**config.mk**
```make
export PLATFORM = sky130hd
export DESIGN_NAME = mseq_core
export DESIGN_NICKNAME = d
export VERILOG_FILES = /design/src/common/mseq_pkg.sv /design/src/verilog/mseq_core.sv
export SDC_FILE = /design/constraint.sdc
export NUM_CORES = 1
export LEC_CHECK = 0
export BUFFER_PORTS_ARGS = -buffer_cell sky130_fd_sc_hd__buf_2
export CORE_UTILIZATION = 45
export CTS_BUF_LIST = sky130_fd_sc_hd__clkbuf_4
export CTS_CLUSTER_DIAMETER = 100
export DETAILED_ROUTE_END_ITERATION = 12
export PLACE_DENSITY = 0.66
export SLEW_MARGIN = 5
export SYNTH_ARGS = -nofsm -noshare
export SYNTH_HDL_FRONTEND = slang
export SYNTH_SLANG_ARGS = --single-unit
```
**constraint.sdc**
```tcl
create_clock -name clock_i -period 30.5 [get_ports clock_i]
set_input_delay 6.1 -clock clock_i [delete_from_list [all_inputs] [get_ports clock_i]]
set_output_delay 6.1 -clock clock_i [all_outputs]
set_load 0.1 [all_outputs]
```
**src/common/mseq_pkg.sv**
```systemverilog
// Shared types and constants of the microsequencer and bus routing block
package mseq_pkg;

   // ************************************************
   // Widths and timing
   // ************************************************
   localparam int CMA_W = 10;
   localparam int DW = 16;
   localparam int RF_N = 16;
   localparam int CLK_MHZ = 20;
   localparam int MASTER_MHZ = 15;
   localparam real STEP_NS = 66.6;
   localparam real LONG_PERIOD_NS = 666.6;
   localparam real SHORT_PERIOD_NS = 200.0;
   localparam int LONG_TICKS = int'(LONG_PERIOD_NS / STEP_NS);
   localparam int SHORT_TICKS = int'(SHORT_PERIOD_NS / STEP_NS);
   localparam logic [2:0] SHORTEST_PERIOD_CODE = 3'h7;
   localparam logic [3:0] WSP_REG = 4'hf;
   localparam logic [CMA_W-1:0] RESET_ADDR = 10'h000;

   // ************************************************
   // Field encodings
   // ************************************************
   typedef enum logic [2:0] {
      BRANCH_MUX_SOURCE = 3'h0,
      RETURN_LINK_SOURCE = 3'h1,
      SRC_RSVD2 = 3'h2,
      SRC_RSVD3 = 3'h3,
      SOURCE_OPERAND_ENTRY = 3'h4,
      REENTRY_DECODER_SOURCE = 3'h5,
      S_FIELD_ENTRY_SOURCE = 3'h6,
      D_FIELD_ENTRY_SOURCE = 3'h7
   } mseq_src_t;

   localparam logic [4:0] ALWAYS_BRANCH_ZERO = 5'h00;
   localparam logic [4:0] ALWAYS_BRANCH_ONE = 5'h07;
   localparam logic [4:0] DESTINATION_ENTRY = 5'h01;
   localparam logic [4:0] ALTERNATE_DESTINATION_ENTRY = 5'h02;
   localparam logic [4:0] OPERATION_ENTRY = 5'h03;

   localparam logic OPERAND_BUS_FROM_REGFILE = 1'h0;
   localparam logic OPERAND_BUS_FROM_SWAPPER = 1'h1;

   typedef enum logic [2:0] {
      MODIFIER_BUS_CONSTANT = 3'h0,
      MODIFIER_TWICE_S_FIELD = 3'h1,
      MODIFIER_TWICE_D_FIELD = 3'h2,
      MODIFIER_TWICE_DISPLACEMENT = 3'h3,
      MODIFIER_TWICE_VECTOR = 3'h4,
      MODIFIER_BUS_REGFILE = 3'h5,
      MODIFIER_BUS_STATUS = 3'h6,
      MODIFIER_TWICE_COUNT = 3'h7
   } mseq_bsel_t;

   typedef enum logic [1:0] {
      SWAP_NONE = 2'h0,
      SWAP_ALWAYS_CMD = 2'h1,
      SWAP_ON_ODD_ADDRESS_CMD = 2'h2,
      SWAP_ON_ODD_BYTE_INSTR_CMD = 2'h3
   } mseq_swap_t;

   localparam logic [2:0] FSEL_MDI = 3'h3;
   localparam logic [2:0] FSEL_AOP = 3'h7;

   // ************************************************
   // Carriers
   // ************************************************
   typedef struct packed {
      logic [2:0] cc;
      mseq_src_t ss;
      logic [4:0] test;
      logic [CMA_W-1:0] branch_target_zero;
      logic [DW-1:0] branch_target_one;
      logic [3:0] rf_addr;
      logic a_sel;
      mseq_bsel_t b_sel;
      logic [2:0] f_sel;
      logic regfile_write_bit;
      logic working_reg_load_bit;
      logic ret_load;
      mseq_swap_t swap;
   } mseq_uword_t;

   // Condition lines, in test-code order
   typedef struct packed {
      logic load_irq;
      logic xop_flag;
      logic irq_flag;
      logic general_flag_two;
      logic general_flag_one;
      logic saved_carry_test;
      logic fbus_sign_test;
      logic address_lsb_test;
      logic operand_pos;
      logic pending_irq_test;
      logic parity_odd_test;
      logic arith_overrun_test;
      logic carry_shift_out_test;
      logic same_value_test;
      logic arith_greater_test;
      logic logical_greater_test;
      logic loop_counter_zero_test;
      logic jump_true;
      logic byte_instr;
      logic move_instr_test;
      logic d_field_zero_test;
      logic s_field_zero_test;
   } mseq_cond_t;

   typedef struct packed {
      logic [3:0] s_field;
      logic [3:0] d_field;
      logic [7:0] disp;
      logic [3:0] count;
      logic [3:0] vector;
   } mseq_ir_t;

endpackage : mseq_pkg

```
**src/verilog/mseq_core.sv**
```systemverilog
// Microprogram sequencer, register file and operand/modifier bus routing
//
// Chosen here: the address-and-strobe port and the placing of the registers.
`timescale 1ns/10ps
`default_nettype none

module mseq_core
   import mseq_pkg::*;
(
   // Clock and reset
   input wire logic clock_i,
   input wire logic rst_i,
   // Debug clock controls
   input wire logic fixed_mode_i,
   input wire logic step_mode_i,
   input wire logic step_i,
   // Current microinstruction
   input wire mseq_uword_t uword_i,
   // Condition lines and instruction register fields
   input wire mseq_cond_t cond_i,
   input wire mseq_ir_t ir_i,
   input wire logic [DW-1:0] status_i,
   // Entry decoder outputs
   input wire logic [CMA_W-1:0] src_entry_i,
   input wire logic [CMA_W-1:0] dst_entry_i,
   input wire logic [CMA_W-1:0] alt_dst_entry_i,
   input wire logic [CMA_W-1:0] op_entry_i,
   // Processor output ports and memory data
   input wire logic [DW-1:0] dop_i,
   input wire logic [DW-1:0] aop_i,
   input wire logic [DW-1:0] mdi_i,
   // Microinstruction clock and sequencing
   output logic uclk_en_o,
   output logic [CMA_W-1:0] cm_addr_o,
   output logic [7:0] cm_drv_o,
   // Datapath buses
   output logic [DW-1:0] fbus_o,
   output logic [DW-1:0] alu_first_input_o,
   output logic [DW-1:0] alu_second_input_o,
   output logic [DW-1:0] wr_data_o,
   output logic wr_load_o
);

   // ************************************************
   // State
   // ************************************************
   typedef struct packed {
      logic [4:0] acc;
      logic [3:0] tcnt;
      logic [CMA_W-1:0] cma;
      logic [7:0] drv;
      logic [CMA_W-1:0] ret;
      logic [RF_N-1:0][DW-1:0] rf;
      logic [DW-1:0] fbus;
      logic [DW-1:0] abus;
      logic [DW-1:0] bbus;
      logic [DW-1:0] wrd;
      logic wrl;
      logic uclk;
   } mseq_state_t;

   mseq_state_t st;
   mseq_state_t next_st;

   // ************************************************
   // Elaboration checks
   // ************************************************
   // Fractional divider: five-bit accumulator, master rate below the clock
   if (MASTER_MHZ < 1 || MASTER_MHZ >= CLK_MHZ || CLK_MHZ > 31) begin : g_bad_ratio
      $error("mseq_core: master tick ratio unusable");
   end
   // Four-bit period counter; code 7 must land on the shortest period
   if (LONG_TICKS > 15 || SHORT_TICKS < 1 || LONG_TICKS - 7 != SHORT_TICKS) begin : g_bad_span
      $error("mseq_core: period range unusable");
   end
   // Field entries keep microword bits above a four-bit IR field
   if (CMA_W < 5 || CMA_W > DW) begin : g_bad_addr
      $error("mseq_core: control address width unusable");
   end
   // Register address and byte swap assume sixteen words of sixteen bits
   if (RF_N != 16 || DW != 16) begin : g_bad_file
      $error("mseq_core: register file shape unusable");
   end

   // ************************************************
   // Combinational terms
   // ************************************************
   logic master_tick;
   logic [5:0] acc_sum;
   logic [3:0] target;
   logic period_end;
   logic step_fire;
   logic [31:0] tests;
   logic cond_true;
   logic [CMA_W-1:0] next_addr;
   logic [DW-1:0] fbus;
   logic [DW-1:0] swapped;
   logic do_swap;
   logic [DW-1:0] rf_rd;
   logic [DW-1:0] abus;
   logic [DW-1:0] bbus;
   logic [7:0] src_onehot;
   logic [RF_N-1:0] rf_we;
   logic clash;

   // Fractional divider gives the 15 MHz master tick rate on average
   always_comb begin
      acc_sum = {1'b0, st.acc} + 6'(MASTER_MHZ);
      master_tick = (acc_sum >= 6'(CLK_MHZ));
   end

   // Period length in master ticks
   // Status tests need code 6 or slower; nothing here enforces it
   always_comb begin
      if (fixed_mode_i) begin
         target = 4'(LONG_TICKS);
      end else begin
         target = 4'(LONG_TICKS) - {1'b0, uword_i.cc};
      end
      period_end = master_tick && (st.tcnt == target - 4'h1) && !step_mode_i;
      step_fire = step_mode_i && step_i;
   end

   // Condition vector indexed by test code; unset entries stay false
   always_comb begin
      tests = 32'h0000_0000;
      tests[0] = 1'b0;
      tests[7] = 1'b1;
      tests[6:1] = {cond_i.loop_counter_zero_test, cond_i.jump_true,
                    cond_i.byte_instr, cond_i.move_instr_test,
                    cond_i.d_field_zero_test, cond_i.s_field_zero_test};
      tests[15:8] = {cond_i.operand_pos, cond_i.pending_irq_test,
                     cond_i.parity_odd_test, cond_i.arith_overrun_test,
                     cond_i.carry_shift_out_test, cond_i.same_value_test,
                     cond_i.arith_greater_test, cond_i.logical_greater_test};
      tests[23:16] = {cond_i.load_irq, cond_i.xop_flag,
                      cond_i.irq_flag, cond_i.general_flag_two,
                      cond_i.general_flag_one, cond_i.saved_carry_test,
                      cond_i.fbus_sign_test, cond_i.address_lsb_test};
      cond_true = tests[uword_i.test];
   end

   // Next control-memory address
   always_comb begin
      next_addr = RESET_ADDR;
      case (uword_i.ss)
         BRANCH_MUX_SOURCE: begin
            if (cond_true) begin
               next_addr = uword_i.branch_target_one[CMA_W-1:0];
            end else begin
               next_addr = uword_i.branch_target_zero;
            end
         end
         RETURN_LINK_SOURCE: begin
            next_addr = st.ret;
         end
         SOURCE_OPERAND_ENTRY: begin
            next_addr = src_entry_i;
         end
         REENTRY_DECODER_SOURCE: begin
            case (uword_i.test)
               DESTINATION_ENTRY: begin
                  next_addr = dst_entry_i;
               end
               ALTERNATE_DESTINATION_ENTRY: begin
                  next_addr = alt_dst_entry_i;
               end
               OPERATION_ENTRY: begin
                  next_addr = op_entry_i;
               end
               default: begin
                  next_addr = RESET_ADDR;
               end
            endcase
         end
         S_FIELD_ENTRY_SOURCE: begin
            next_addr = {uword_i.branch_target_zero[CMA_W-1:4], ir_i.s_field};
         end
         D_FIELD_ENTRY_SOURCE: begin
            next_addr = {uword_i.branch_target_zero[CMA_W-1:4], ir_i.d_field};
         end
         default: begin
            // Reserved sources leave the bus undriven; it reads as zero
            next_addr = RESET_ADDR;
         end
      endcase
   end

   // ************************************************
   // Address bus drivers
   // ************************************************
   // One bus enable per address generator; reserved codes enable none
   for (genvar g = 0; g < 8; g++) begin : g_src_drv
      assign src_onehot[g] = (uword_i.ss == 3'(g))
         && (uword_i.ss != SRC_RSVD2) && (uword_i.ss != SRC_RSVD3);
   end

   // ************************************************
   // Register file
   // ************************************************
   for (genvar r = 0; r < RF_N; r++) begin : g_rf_we
      assign rf_we[r] = uword_i.regfile_write_bit && (uword_i.rf_addr == 4'(r));
   end

   // Written word read onto the operand bus while both loads are set
   assign clash = (uword_i.a_sel == OPERAND_BUS_FROM_REGFILE)
      && uword_i.working_reg_load_bit && uword_i.regfile_write_bit;

   // ************************************************
   // Datapath routing
   // ************************************************
   always_comb begin
      if (uword_i.f_sel == FSEL_MDI) begin
         fbus = mdi_i;
      end else if (uword_i.f_sel == FSEL_AOP) begin
         fbus = aop_i;
      end else begin
         fbus = dop_i;
      end
   end

   // Byte swap ahead of the operand bus
   always_comb begin
      case (uword_i.swap)
         SWAP_ALWAYS_CMD: begin
            do_swap = 1'b1;
         end
         SWAP_ON_ODD_ADDRESS_CMD: begin
            do_swap = cond_i.address_lsb_test;
         end
         SWAP_ON_ODD_BYTE_INSTR_CMD: begin
            do_swap = cond_i.address_lsb_test && cond_i.byte_instr;
         end
         default: begin
            do_swap = 1'b0;
         end
      endcase
      // Upper byte is where byte micro-operations act
      swapped = do_swap ? {fbus[7:0], fbus[15:8]} : fbus;
   end

   always_comb begin
      rf_rd = st.rf[uword_i.rf_addr];
      if (uword_i.a_sel == OPERAND_BUS_FROM_SWAPPER) begin
         abus = swapped;
      end else begin
         abus = rf_rd;
      end
   end

   always_comb begin
      case (uword_i.b_sel)
         MODIFIER_BUS_CONSTANT: begin
            bbus = uword_i.branch_target_one;
         end
         MODIFIER_TWICE_S_FIELD: begin
            bbus = {11'h000, ir_i.s_field, 1'b0};
         end
         MODIFIER_TWICE_D_FIELD: begin
            bbus = {11'h000, ir_i.d_field, 1'b0};
         end
         MODIFIER_TWICE_DISPLACEMENT: begin
            // Displacement is signed
            bbus = {{7{ir_i.disp[7]}}, ir_i.disp, 1'b0};
         end
         MODIFIER_TWICE_VECTOR: begin
            bbus = {11'h000, ir_i.vector, 1'b0};
         end
         MODIFIER_BUS_REGFILE: begin
            bbus = rf_rd;
         end
         MODIFIER_BUS_STATUS: begin
            bbus = status_i;
         end
         default: begin
            bbus = {11'h000, ir_i.count, 1'b0};
         end
      endcase
   end

   // ************************************************
   // Next state
   // ************************************************
   always_comb begin
      next_st = st;
      next_st.uclk = 1'b0;
      next_st.fbus = fbus;
      next_st.abus = abus;
      next_st.bbus = bbus;
      next_st.wrl = 1'b0;
      if (master_tick) begin
         next_st.acc = 5'(acc_sum - 6'(CLK_MHZ));
      end else begin
         next_st.acc = acc_sum[4:0];
      end
      // A shorter code taken mid-period wraps the counter once
      if (step_mode_i) begin
         next_st.tcnt = 4'h0;
      end else if (period_end) begin
         next_st.tcnt = 4'h0;
      end else if (master_tick) begin
         next_st.tcnt = st.tcnt + 4'h1;
      end
      if (period_end || step_fire) begin
         next_st.uclk = 1'b1;
         next_st.cma = next_addr;
         next_st.drv = src_onehot;
         // Return link loads at the micro clock, usable from the next word on
         if (uword_i.ret_load) begin
            next_st.ret = uword_i.branch_target_one[CMA_W-1:0];
         end
         for (int r = 0; r < RF_N; r++) begin
            if (rf_we[r]) begin
               next_st.rf[r] = fbus;
            end
         end
         next_st.wrl = uword_i.working_reg_load_bit;
         // Direct operand path into the working register
         next_st.wrd = abus;
         // Write path shares the read port, so the working register sees zero
         if (clash) begin
            next_st.wrd = '0;
         end
      end
   end

   always_ff @(posedge clock_i or posedge rst_i) begin
      if (rst_i) begin
         st <= '0;
      end else begin
         st <= next_st;
      end
   end

   // ************************************************
   // Outputs
   // ************************************************
   assign uclk_en_o = st.uclk;
   assign cm_addr_o = st.cma;
   assign cm_drv_o = st.drv;
   assign fbus_o = st.fbus;
   assign alu_first_input_o = st.abus;
   assign alu_second_input_o = st.bbus;
   assign wr_data_o = st.wrd;
   assign wr_load_o = st.wrl;

endmodule : mseq_core

`default_nettype wire

```
* After elaboration in Yosys (flattened, before gate mapping) *
Cells that the tools add are included.

storage, ports and cells
  register bits = 359
  bits of input ports = 208
  output and inout port bits = 84
  word-level logic and storage cells = 156

cells by class
  add/sub/neg operators = 5
  order comparisons = 3
  equality and inequality tests = 39
  multiplexer cells = 20
  bitwise gates (word level) = 1
  reductions and logical operators = 61

operators by type and width
  cell                                                 number
  case mux 16 bit (7 select lines)                     1
  two-way mux 16 bit                                   6
  binary-select mux 16 bit (select 4 bit)              1
  case mux 10 bit (6 select lines)                     1
  logical AND 1 bit                                    38
  AND reduction 2 bit                                  17
  == test 4 bit, second input constant                 8
  case mux 10 bit (3 select lines)                     1
  == test 3 bit, second input constant                 8
  == test 4 x 3 -> 1 bit, second input constant        4
  two-way mux 4 bit                                    4
  == test 3 x 2 -> 1 bit, second input constant        5
  == test 5 x 2 -> 1 bit, second input constant        2
  two-way mux 10 bit                                   1
  == test 4 x 2 -> 1 bit, second input constant        2
  adder 5 x 4 -> 6 bit, second input constant          1
  == test 3 x 1 -> 1 bit, second input constant        2
  >= comparator 6 x 5 -> 1 bit, second input constant  1
  zero test 3 bit                                      2
  < comparator 5 x 6 -> 1 bit, second input constant   1
  != test 3 x 2 -> 1 bit, second input constant        2
  binary-select mux 1 bit (select 5 bit)               1
  == test 5 x 1 -> 1 bit, second input constant        1
  < comparator 4 x 5 -> 1 bit, second input constant   1
  other kinds (17)                                     18

* Longest topological paths before layout *
Gate-level depths: netlist (run 1).

  word-level depth = 8
  gate-level depth with buffers = 14
  gate-level depth less buffers = 11

* Least setup slack after synthesis (run 1) *
OpenSTA, ideal clock, no wires.

  kind = input to register
  from = input port uword_i[50] in the netlist's numbering
  to = register st[258] in the netlist's numbering
  library setup time = 0.125 ns
  arrival time = 9.105 ns
  required time = 30.375 ns
  path slack = 21.270 ns
  cell stages on the path = 12
  path buffers = 3
  cell sequence = ha_1 nor2b_1 ha_1 xnor2_1 or3_1 a2111o_1 o31a_1 buf_6 or4_4 buf_6 buf_6 mux2_4

on the way
  longest elaborated chain between the ends = 8

RTL lines
  item                                  RTL line          text
  start: declaration                    mseq_core.sv:18   input wire mseq_uword_t uword_i,
  subtractor 4 x 3 -> 4 bit             mseq_core.sv:118  target = 4'(LONG_TICKS) - {1'b0, uword_i.cc};
  two-way mux 4 bit                     mseq_core.sv:115  if (fixed_mode_i) begin
  subtractor 4 x 1 -> 4 bit             mseq_core.sv:120  period_end = master_tick && (st.tcnt == target - 4'h1) && !step_mode_i;
  == test 4 bit                         mseq_core.sv:120
  logical AND 1 bit (2 in series)       mseq_core.sv:120
  logical OR 1 bit                      mseq_core.sv:304  if (period_end || step_fire) begin
  AND reduction 2 bit (no source line)  -
  end signal: assignment                mseq_core.sv:331  st <= next_st;
  end: declaration                      mseq_core.sv:62   mseq_state_t st;

Every way passes these cells.
A chain may end at the register's enable or synchronous reset.

* Worst setup path in the final report (run 1) *
  from = input port uword_i[50] in the netlist's numbering
  to = register st[204] in the netlist's numbering

Same word-level chain as after synthesis.

==> run summary, run 1 <==
The met1 routed wirelength after detailed routing came out at roughly 21 mm. For this design the ratio of total power to cell area is 65.1 nW/µm². The highest metal layer with signal wires is met4.

Of the total power, the share spent switching nets is 0.335. The area enclosed by the die boundary came out at between 40,000 and 50,000 µm². The net switching component of the power came out at roughly 0.45 mW. The cell chosen for the clock root is clkbuf_4. The first routing iteration left 709 violations.

After clock tree synthesis, the clock-pin slew on the worst setup and hold paths is ~60 ps. The layout overhead on the synthesized area is 13.7%. Yosys mapped the design onto 60 distinct sky130hd cell types. The remaining global-route overflow came out at 0. The total number of yosys warnings came out at 0. Clock latency on the worst-skew pair, taken at its later pin, is just under 800 ps.

The number of setup buffers added after CTS is 0. Of the total power, combinational logic draws 0.250. The routed via count divided by cell count came out at around 5.7.

The share of power burned in registers is 0.437. The critical path's largest stage delay came out at 660 ps. The first global-routing pass estimated 74.4 mm of wire.

The post-detailed-placement half-perimeter wirelength is around 32 mm. The effective utilization at floorplan came out at 0.456. The amount of wire on met3 after detailed routing is about 3.2 mm. The initial antenna violation count came out at 2. Dividing the final minimum period by the clock period gives 0.312. After filler insertion, the fill cell instance count of the layout stands at roughly 3,400.

The number of remaining DRC errors is 0. The static power due to leakage is 10.0 nW. The placer's final routability congestion estimate is roughly 0.95. The minimum hold slack came out at ~500 ps. The classification of the worst-slack hold path is flip-flop to flip-flop.

By startpoint and endpoint, the worst setup path is classified as primary input to flip-flop. The final antenna-violating net count is 0. The worst supply voltage drop on vdd came out at 0.0271 mV. STA puts the critical path data required time at slightly above 30,000 ps.

STA puts the critical path data arrival time at between 10,000 and 15,000 ps. The detailed-route wire length per cell is between 20 and 25 µm. The number of gates resized after cts came out at 0. The share of power burned in the clock network came out at 0.313. The endpoint kind of the worst setup timing path is a flip-flop. The first-pass iteration count of the detailed router is 5. The number of buffers inserted during clock tree synthesis came out at 97.

TritonCTS built the clock tree. Detailed routing inserted a total of around 13,000 vias. The achievable clock frequency came out at ~110 MHz.

The number of nets in the final layout is roughly 1,800. The mean post-synth cell area came out at ~13 µm². The mapped cell area came out at 18,100 µm².

In this design, the critical path's most frequently occurring cell is ha_1. The final-report hold violation count came to 0. The signal on the critical path passes through buf_2, ha_1, nor2b_1, ha_1, xnor2_1, or3_1, a2111o_1, o31a_2, buf_4, inv_1, nand2_1, mux2_2. The worst-case register-to-register setup slack came out at 26,200 ps. The core box area came out at 39,700 µm². The H-tree depth reported by CTS is 3. Synthesis produced 1,387 cells. The transition time at the pin with the least slew margin is 1130 ps. The flow ran to the end, and the final reports show no timing, DRC or antenna violations. For this block, the routed nets add up to 47.7 mm of wire. The via count of the first global-routing pass is 13,000. Setup repair after global routing left no endpoint under its margin. For the final routed database, the setup TNS stands at 0 ps. The number of sinks driven by the clock tree came out at ~360. In the synthesized netlist the dominant register cell turns out to be dfrtp_1. The total count of max-transition violations in the final report is 0.

The number of buffer and inverter instances along the worst setup path is 3. The die is slightly above 200 µm wide. STA classifies the critical path startpoint as a primary input.

Of the synthesized area, sequential elements account for 0.494. In this run the deepest clock path goes through 3 buffers. The internal power of the cells is between 0.8 and 0.9 mW.

The count of placed standard cells including taps is 2,037. The largest driver fanout on the critical path came out at 53. The number of buffers inserted by port buffering is 290. The proportion of synthesized flip-flops having asynchronous set or reset is 1.00. After clock tree synthesis, the flow added hold-fix buffers numbering 0. The I/O pin total came out at a little under 300. The cell class contributing the biggest share of worst-path delay is simple AND/OR/NAND/NOR gates. Counting flops with a built-in enable in the synthesized netlist gives 0. The die extent in y came out at between 200 and 250 µm. The layout cell share with drive strength beyond 1 came out at 0.489. The shortest period the worst path allows is between 9000 and 10,000 ps. The slowest stage of the critical path is the nand2_1 cell. The overall global routing resource usage came out at 0.237.

The number of endpoints failing setup at the final stage is 0. The tightest slew margin relative to the limit came out at 0.243. The post-synth net total is 1,602. The cell row count came out at 73. The number of flip-flops and latches in the synthesized netlist is 358. The count of maximum capacitance violations came out at 0. The pin count of the biggest net entering global routing is ~120.

The non-filler instance count after layout is 2,213. The final setup skew is ~54 ps. The detailed route wirelength on metal2 is 22.5 mm.
==> worst reg2reg max path, stage by stage (launching register included) <==
cell and delay, ps:
dfrtp_1 390, inv_1 70, ha_1 220, xnor2_1 280, inv_1 80, ha_1 200, a21boi_0 240, o21a_1 310
o31a_2 180, buf_4 500, inv_1 530, nand2_1 730, mux2_2 420
==> final cells by class <==
| class | instances | area (µm²) | share of cell area |
|---|---|---|---|
| Antenna cell | 4 | 10.0 | 0.000485 |
| Clock inverter | 30 | 146 | 0.00710 |
| Clock buffer | 142 | 1070 | 0.0517 |
| Inverter | 9 | 41.3 | 0.00200 |
| Sequential cell | 358 | 8960 | 0.434 |
| Tap cell | 525 | 657 | 0.0319 |
| Multi-Input combinational cell | 826 | 8070 | 0.391 |
| Timing Repair Buffer | 319 | 1670 | 0.0812 |
==> per-layer routing <==
| layer | global-route usage | vias up |
|---|---|---|
| met3 | 0.0536 | 77 |
| met1 | 0.317 | 6332 |
| met2 | 0.375 | 510 |
| li1 | - | 5587 |
| met5 | 0 | - |
| met4 | 0.0918 | 0 |
==> final timing paths <==
check,startpoint,to,cells past startpoint
max in group asynchronous,rst_i,fbus_o[8],3
worst max register to register,st[354],st[204],12
worst min-delay path,cm_drv_o[7],cm_drv_o[7],2
worst min register to register,cm_drv_o[7],cm_drv_o[7],2
min in group asynchronous,rst_i,alu_second_input_o[4],2
worst max-delay path,uword_i[50],st[204],12
==> cell usage after synthesis, types with 6 or more instances <==
cell / n / share of area
mux2_4: 10 / 0.0083
mux4_2: 66 / 0.082
o22ai_1: 18 / 0.0062
a31oi_1: 6 / 0.0021
buf_1: 8 / 0.0017
or4_1: 8 / 0.0033
mux2i_1: 76 / 0.042
clkbuf_1: 75 / 0.016
o221ai_1: 6 / 0.0029
a211o_1: 8 / 0.0039
buf_2: 26 / 0.0072
nor2b_1: 22 / 0.0076
a22o_1: 33 / 0.016
inv_1: 9 / 0.0019
ha_1: 7 / 0.0048
nand3b_1: 6 / 0.0025
xnor2_1: 6 / 0.0029
o21ai_0: 15 / 0.0041
a222oi_1: 8 / 0.0044
and2_1: 13 / 0.0045
a221o_1: 9 / 0.0050
buf_4: 82 / 0.034
nor2_1: 45 / 0.0093
nand3_1: 15 / 0.0041
dfrtp_1: 358 / 0.49
nand2_1: 50 / 0.010
a211oi_1: 26 / 0.011
mux2_2: 270 / 0.17
a21oi_1: 44 / 0.012
==> kinds of logic (layout without fill, tap and decap cells) <==
| kind of cell | count (synthesis) | count (layout) | synth area share |
|---|---|---|---|
| xor gates and xnor gates | 10 | 10 | 0.00642 |
| muxes | 425 | 425 | 0.302 |
| DFF | 358 | 358 | 0.494 |
| other | 1 | 5 | 0.000207 |
| AOI/OAI and AO/OA | 195 | 195 | 0.0771 |
| adders and majority gates | 7 | 7 | 0.00483 |
| and+or+nand+nor | 188 | 188 | 0.0535 |
| buffers and inverters | 203 | 500 | 0.0620 |
==> state kept, by name (all words and copies together) (netlist names) <==
| register | count |
|---|---|
| wr_load_o | 1 |
| alu_second_input_o | 16 |
| uclk_en_o | 1 |
| fbus_o | 16 |
| cm_addr_o | 10 |
| cm_drv_o | 7 |
| alu_first_input_o | 16 |
| st | 275 |
| wr_data_o | 16 |
==> through the flow <==
stage	total power, mW	util	setup WS (ps)	cell area, µm²
2_1_floorplan	0.867	-	14470	18100
3_3_place_gp	0.921	0.488	20350	19400
3_5_place_dp	0.931	0.488	20260	19400
4_1_cts	1.36	0.519	21070	20600
5_1_grt	1.41	0.519	20910	20600
6_report	1.34	0.519	20980	20600
==> power groups by stage <==
stage	Sequential, mW	Combinational [mW]	Clock, mW
final	0.587	0.336	0.421
after global routing	0.595	0.356	0.461
after floorplan	0.582	0.285	0
after global placement	0.591	0.331	0
after CTS	0.586	0.337	0.434
after detailed placement	0.595	0.336	0
==> layout by cell type, fill, tap and decap left out, types with 21 or more instances in the layout <==
cell type | synthesis | routed
a211oi_1 | 26 | 26
a21oi_1 | 44 | 44
a22o_1 | 33 | 33
buf_2 | 26 | 288
buf_4 | 82 | 31
clkbuf_4 | 0 | 142
clkinv_1 | 0 | 21
dfrtp_1 | 358 | 358
mux2_2 | 270 | 270
mux2i_1 | 76 | 76
mux4_2 | 66 | 66
nand2_1 | 50 | 50
nor2_1 | 45 | 45
nor2b_1 | 22 | 22
Note: power is estimated with default switching activity, not from simulation.
==> run 2: changes to the inputs <==
- clock period: 30.5 -> 8.9 ns (I/O delays scaled with it)
==> run summary, run 2 (synthesis results as in run 1) <==
The total wire length after detailed routing is 47.3 mm (was 47.7 mm). The H-tree depth reported by CTS is 3 (unchanged). The first-pass iteration count of the detailed router was 6 (was 5).

The largest driver fanout on the critical path was 53 (unchanged). The number of nets in the final layout is 1,824 (was 1,826). The cell class contributing the biggest share of worst-path delay was simple AND/OR/NAND/NOR gates (unchanged). Of the available clock period, the critical path in the final layout requires 0.588. The via count of the first global-routing pass came out at 12,800 (was 13,000).

The data required time at the worst endpoint is 9520 ps (was 31,130 ps). The final antenna-violating net count came out at 0 (unchanged). The placer's final routability congestion estimate was 0.989 (was 0.953).

The effective utilization at floorplan is 0.456 (unchanged). The later-pin clock latency in the skew report is 770 ps (was 790 ps). The startpoint of the most critical setup path was uword_i[50] (unchanged).

The static power due to leakage was 10.0 nW (about the same). The number of sinks driven by the clock tree is 358 (unchanged). The critical setup path kind is primary input to flip-flop (unchanged). The non-filler instance count after layout was 2,199 (was 2,213). The final setup skew is 26.7 ps (was 54.5 ps). The cell type with the highest occurrence count on the critical path is ha_1 (unchanged).

The flip-flop count of the largest register, all copies and words added came to 275 (unchanged). The worst-case reg-to-reg path depth is 12 (unchanged). The first-pass GRT wire length is 73.7 mm (was 74.4 mm). The pin count of the biggest net entering global routing is 85 (was 123). The number of buffers inserted during clock tree synthesis was 94 (was 97).

The horizontal extent of the die is 203 µm (unchanged). The cell count along the critical path came out at 12 (unchanged). The area enclosed by the die boundary is 41,100 µm² (unchanged). The number of buffers inserted by port buffering came out at 290 (unchanged). The most heavily used metal layer in global routing is met2 (unchanged).

The transition time at the pin with the least slew margin is 1130 ps (about the same). The post-detailed-placement half-perimeter wirelength came out at 31.8 mm (about the same). The met3 track demand over resource in global routing is 0.0482 (was 0.0536).

The worst setup path endpoint is st[73] (was st[204]). The largest register by flop count is st (unchanged). The initial antenna violation count came to 2 (unchanged). The data arrival time of the critical path was 5850 ps (was 10,150 ps). Unrepaired setup endpoints after global routing: no (unchanged). The tightest slew margin relative to the limit came out at 0.239 (was 0.243). The cell area power density is 221 nW/µm² (was 65.1 nW/µm²).

Result of the run: finished clean (unchanged). The worst-case register-to-register setup slack is 4520 ps (was 26,200 ps). The I/O pin total was 292 (unchanged). The leading cell type in the layout, fill and taps excluded is dfrtp_1 (unchanged). The die extent in y is 203 µm (unchanged). The shortest period the worst path allows came out at around 5200 ps. The count of placed standard cells including taps came out at 2,038 (was 2,037). The endpoint kind of the worst setup timing path was a flip-flop (unchanged). The worst supply voltage drop on vdd came out at 0.0733 mV (was 0.0271 mV).

The layout overhead on the synthesized area is 13.4% (was 13.7%). The detailed-route wire length per cell came out at 21.5 µm (was 21.6 µm). The layout cell share with drive strength beyond 1 came to 0.490 (was 0.489). The number of setup buffers added after CTS came out at 0 (unchanged). The end of the worst register-to-register path was st[73] (was st[204]).

The final-report hold violation count came out at 0 (unchanged). The classification of the worst-slack hold path is flip-flop to flip-flop (unchanged). The DRC marker count from the first detailed-route iteration is 928 (was 709). The TritonCTS clock tree was done (unchanged).

The total count of max-transition violations in the final report came to 0 (unchanged). The aggregate negative setup slack came out at 0 ps (unchanged). The overall global routing resource usage was 0.234 (was 0.237). The category of the worst setup path launch point is a primary input (unchanged). The cell row count is 73 (unchanged). Most used cells in the layout excluding fill and tap cells: dfrtp_1, buf_2, mux2_2, clkbuf_4, mux2i_1 (unchanged). The remaining global-route overflow came out at 0 (unchanged). The global routing met1 resource utilization is 0.319 (was 0.317). The worst reg2reg path startpoint is st[354] (unchanged). Derived from the worst setup path, the maximum achievable clock frequency is between 150 and 200 MHz. The number of buffer and inverter instances along the worst setup path is 3 (unchanged). The number of endpoints failing setup at the final stage is 0 (unchanged). The hold-fix buffer count after cts is 0 (unchanged). The total number of vias is 12,500 (about the same). The number of remaining DRC errors is 0 (unchanged).

The routed via count divided by cell count is 5.71 (was 5.65). The number of gates resized after cts came out at 0 (unchanged). The cell chosen for the clock root was clkbuf_4 (unchanged). The clock transition time at the flip-flop clock pins of the worst setup and hold paths was 60 ps (about the same).

The count of maximum capacitance violations is 0 (unchanged). The maximum buffer depth of the clock tree was 3 (unchanged). The standard cell with the maximum stage delay on the critical path was nand2_1 (unchanged). The core box area came to 39,700 µm² (unchanged). The met2 routing resource usage after global routing came out at 0.375 (about the same).

The critical path's largest stage delay is 670 ps (was 660 ps). Critical path, cell by cell: buf_2, ha_1, nor2b_1, ha_1, xnor2_1, or3_1, a2111o_1, o31a_2, buf_4, inv_1, nand2_1, mux2_2 (unchanged).
## run 2: cell type report
type	instances	area, µm²
antenna	2	5.00
inverter	9	37.5
multi-input combinational	826	8080
clock buffer	138	1040
sequential	358	8960
clock inverter	21	109
timing repair buffer	320	1680
fill	3486	19200
tap	525	657
## run 2: report_power, final
group	internal, mW	switching (mW)
registers	1.88	0.128
logic	0.420	0.732
clock network	0.732	0.654
## run 2: worst min-delay path by stage
stage	startpoint	end	slack (ps)	cells after the start
final	cm_drv_o[3]	cm_drv_o[3]	490	1
after global routing	st[220]	st[220]	510	1
after CTS	cm_drv_o[3]	cm_drv_o[3]	490	1
after detailed placement	cm_drv_o[3]	cm_drv_o[3]	480	1
after global placement	cm_addr_o[5]	cm_addr_o[5]	470	2
after floorplan	cm_drv_o[0]	cm_drv_o[0]	450	2
## run 2: through the flow
stage	power [mW]	area [µm²]	hold WS (ps)	worst slack, ps	util
finish	4.55	20600	493	3670	0.518
global route	4.78	20600	511	3610	0.518
CTS	4.59	20600	492	3740	0.517
detailed placement	3.19	19400	475	2960	0.489
global placement	3.16	19400	467	2990	0.489
floorplan	2.97	18100	448	2320	-
## run 2: routing by layer
| metal | wire [µm] | vias to the layer above |
|---|---|---|
| li1 | - | 5569 |
| met1 | 20900 | 6383 |
| met2 | 22400 | 523 |
| met3 | 2950 | 71 |
| met4 | 1000 | 0 |
| met5 | 0 | - |
## run 2: worst reg2reg max path, cell delays in order (launching register included)
cell      delay, ps
dfrtp_1         390
inv_1            70
ha_1            220
xnor2_1         300
inv_1            80
ha_1            200
a21boi_0        260
o21a_1          320
o31a_2          180
buf_4           510
inv_1           560
nand2_1         740
mux2_2          420
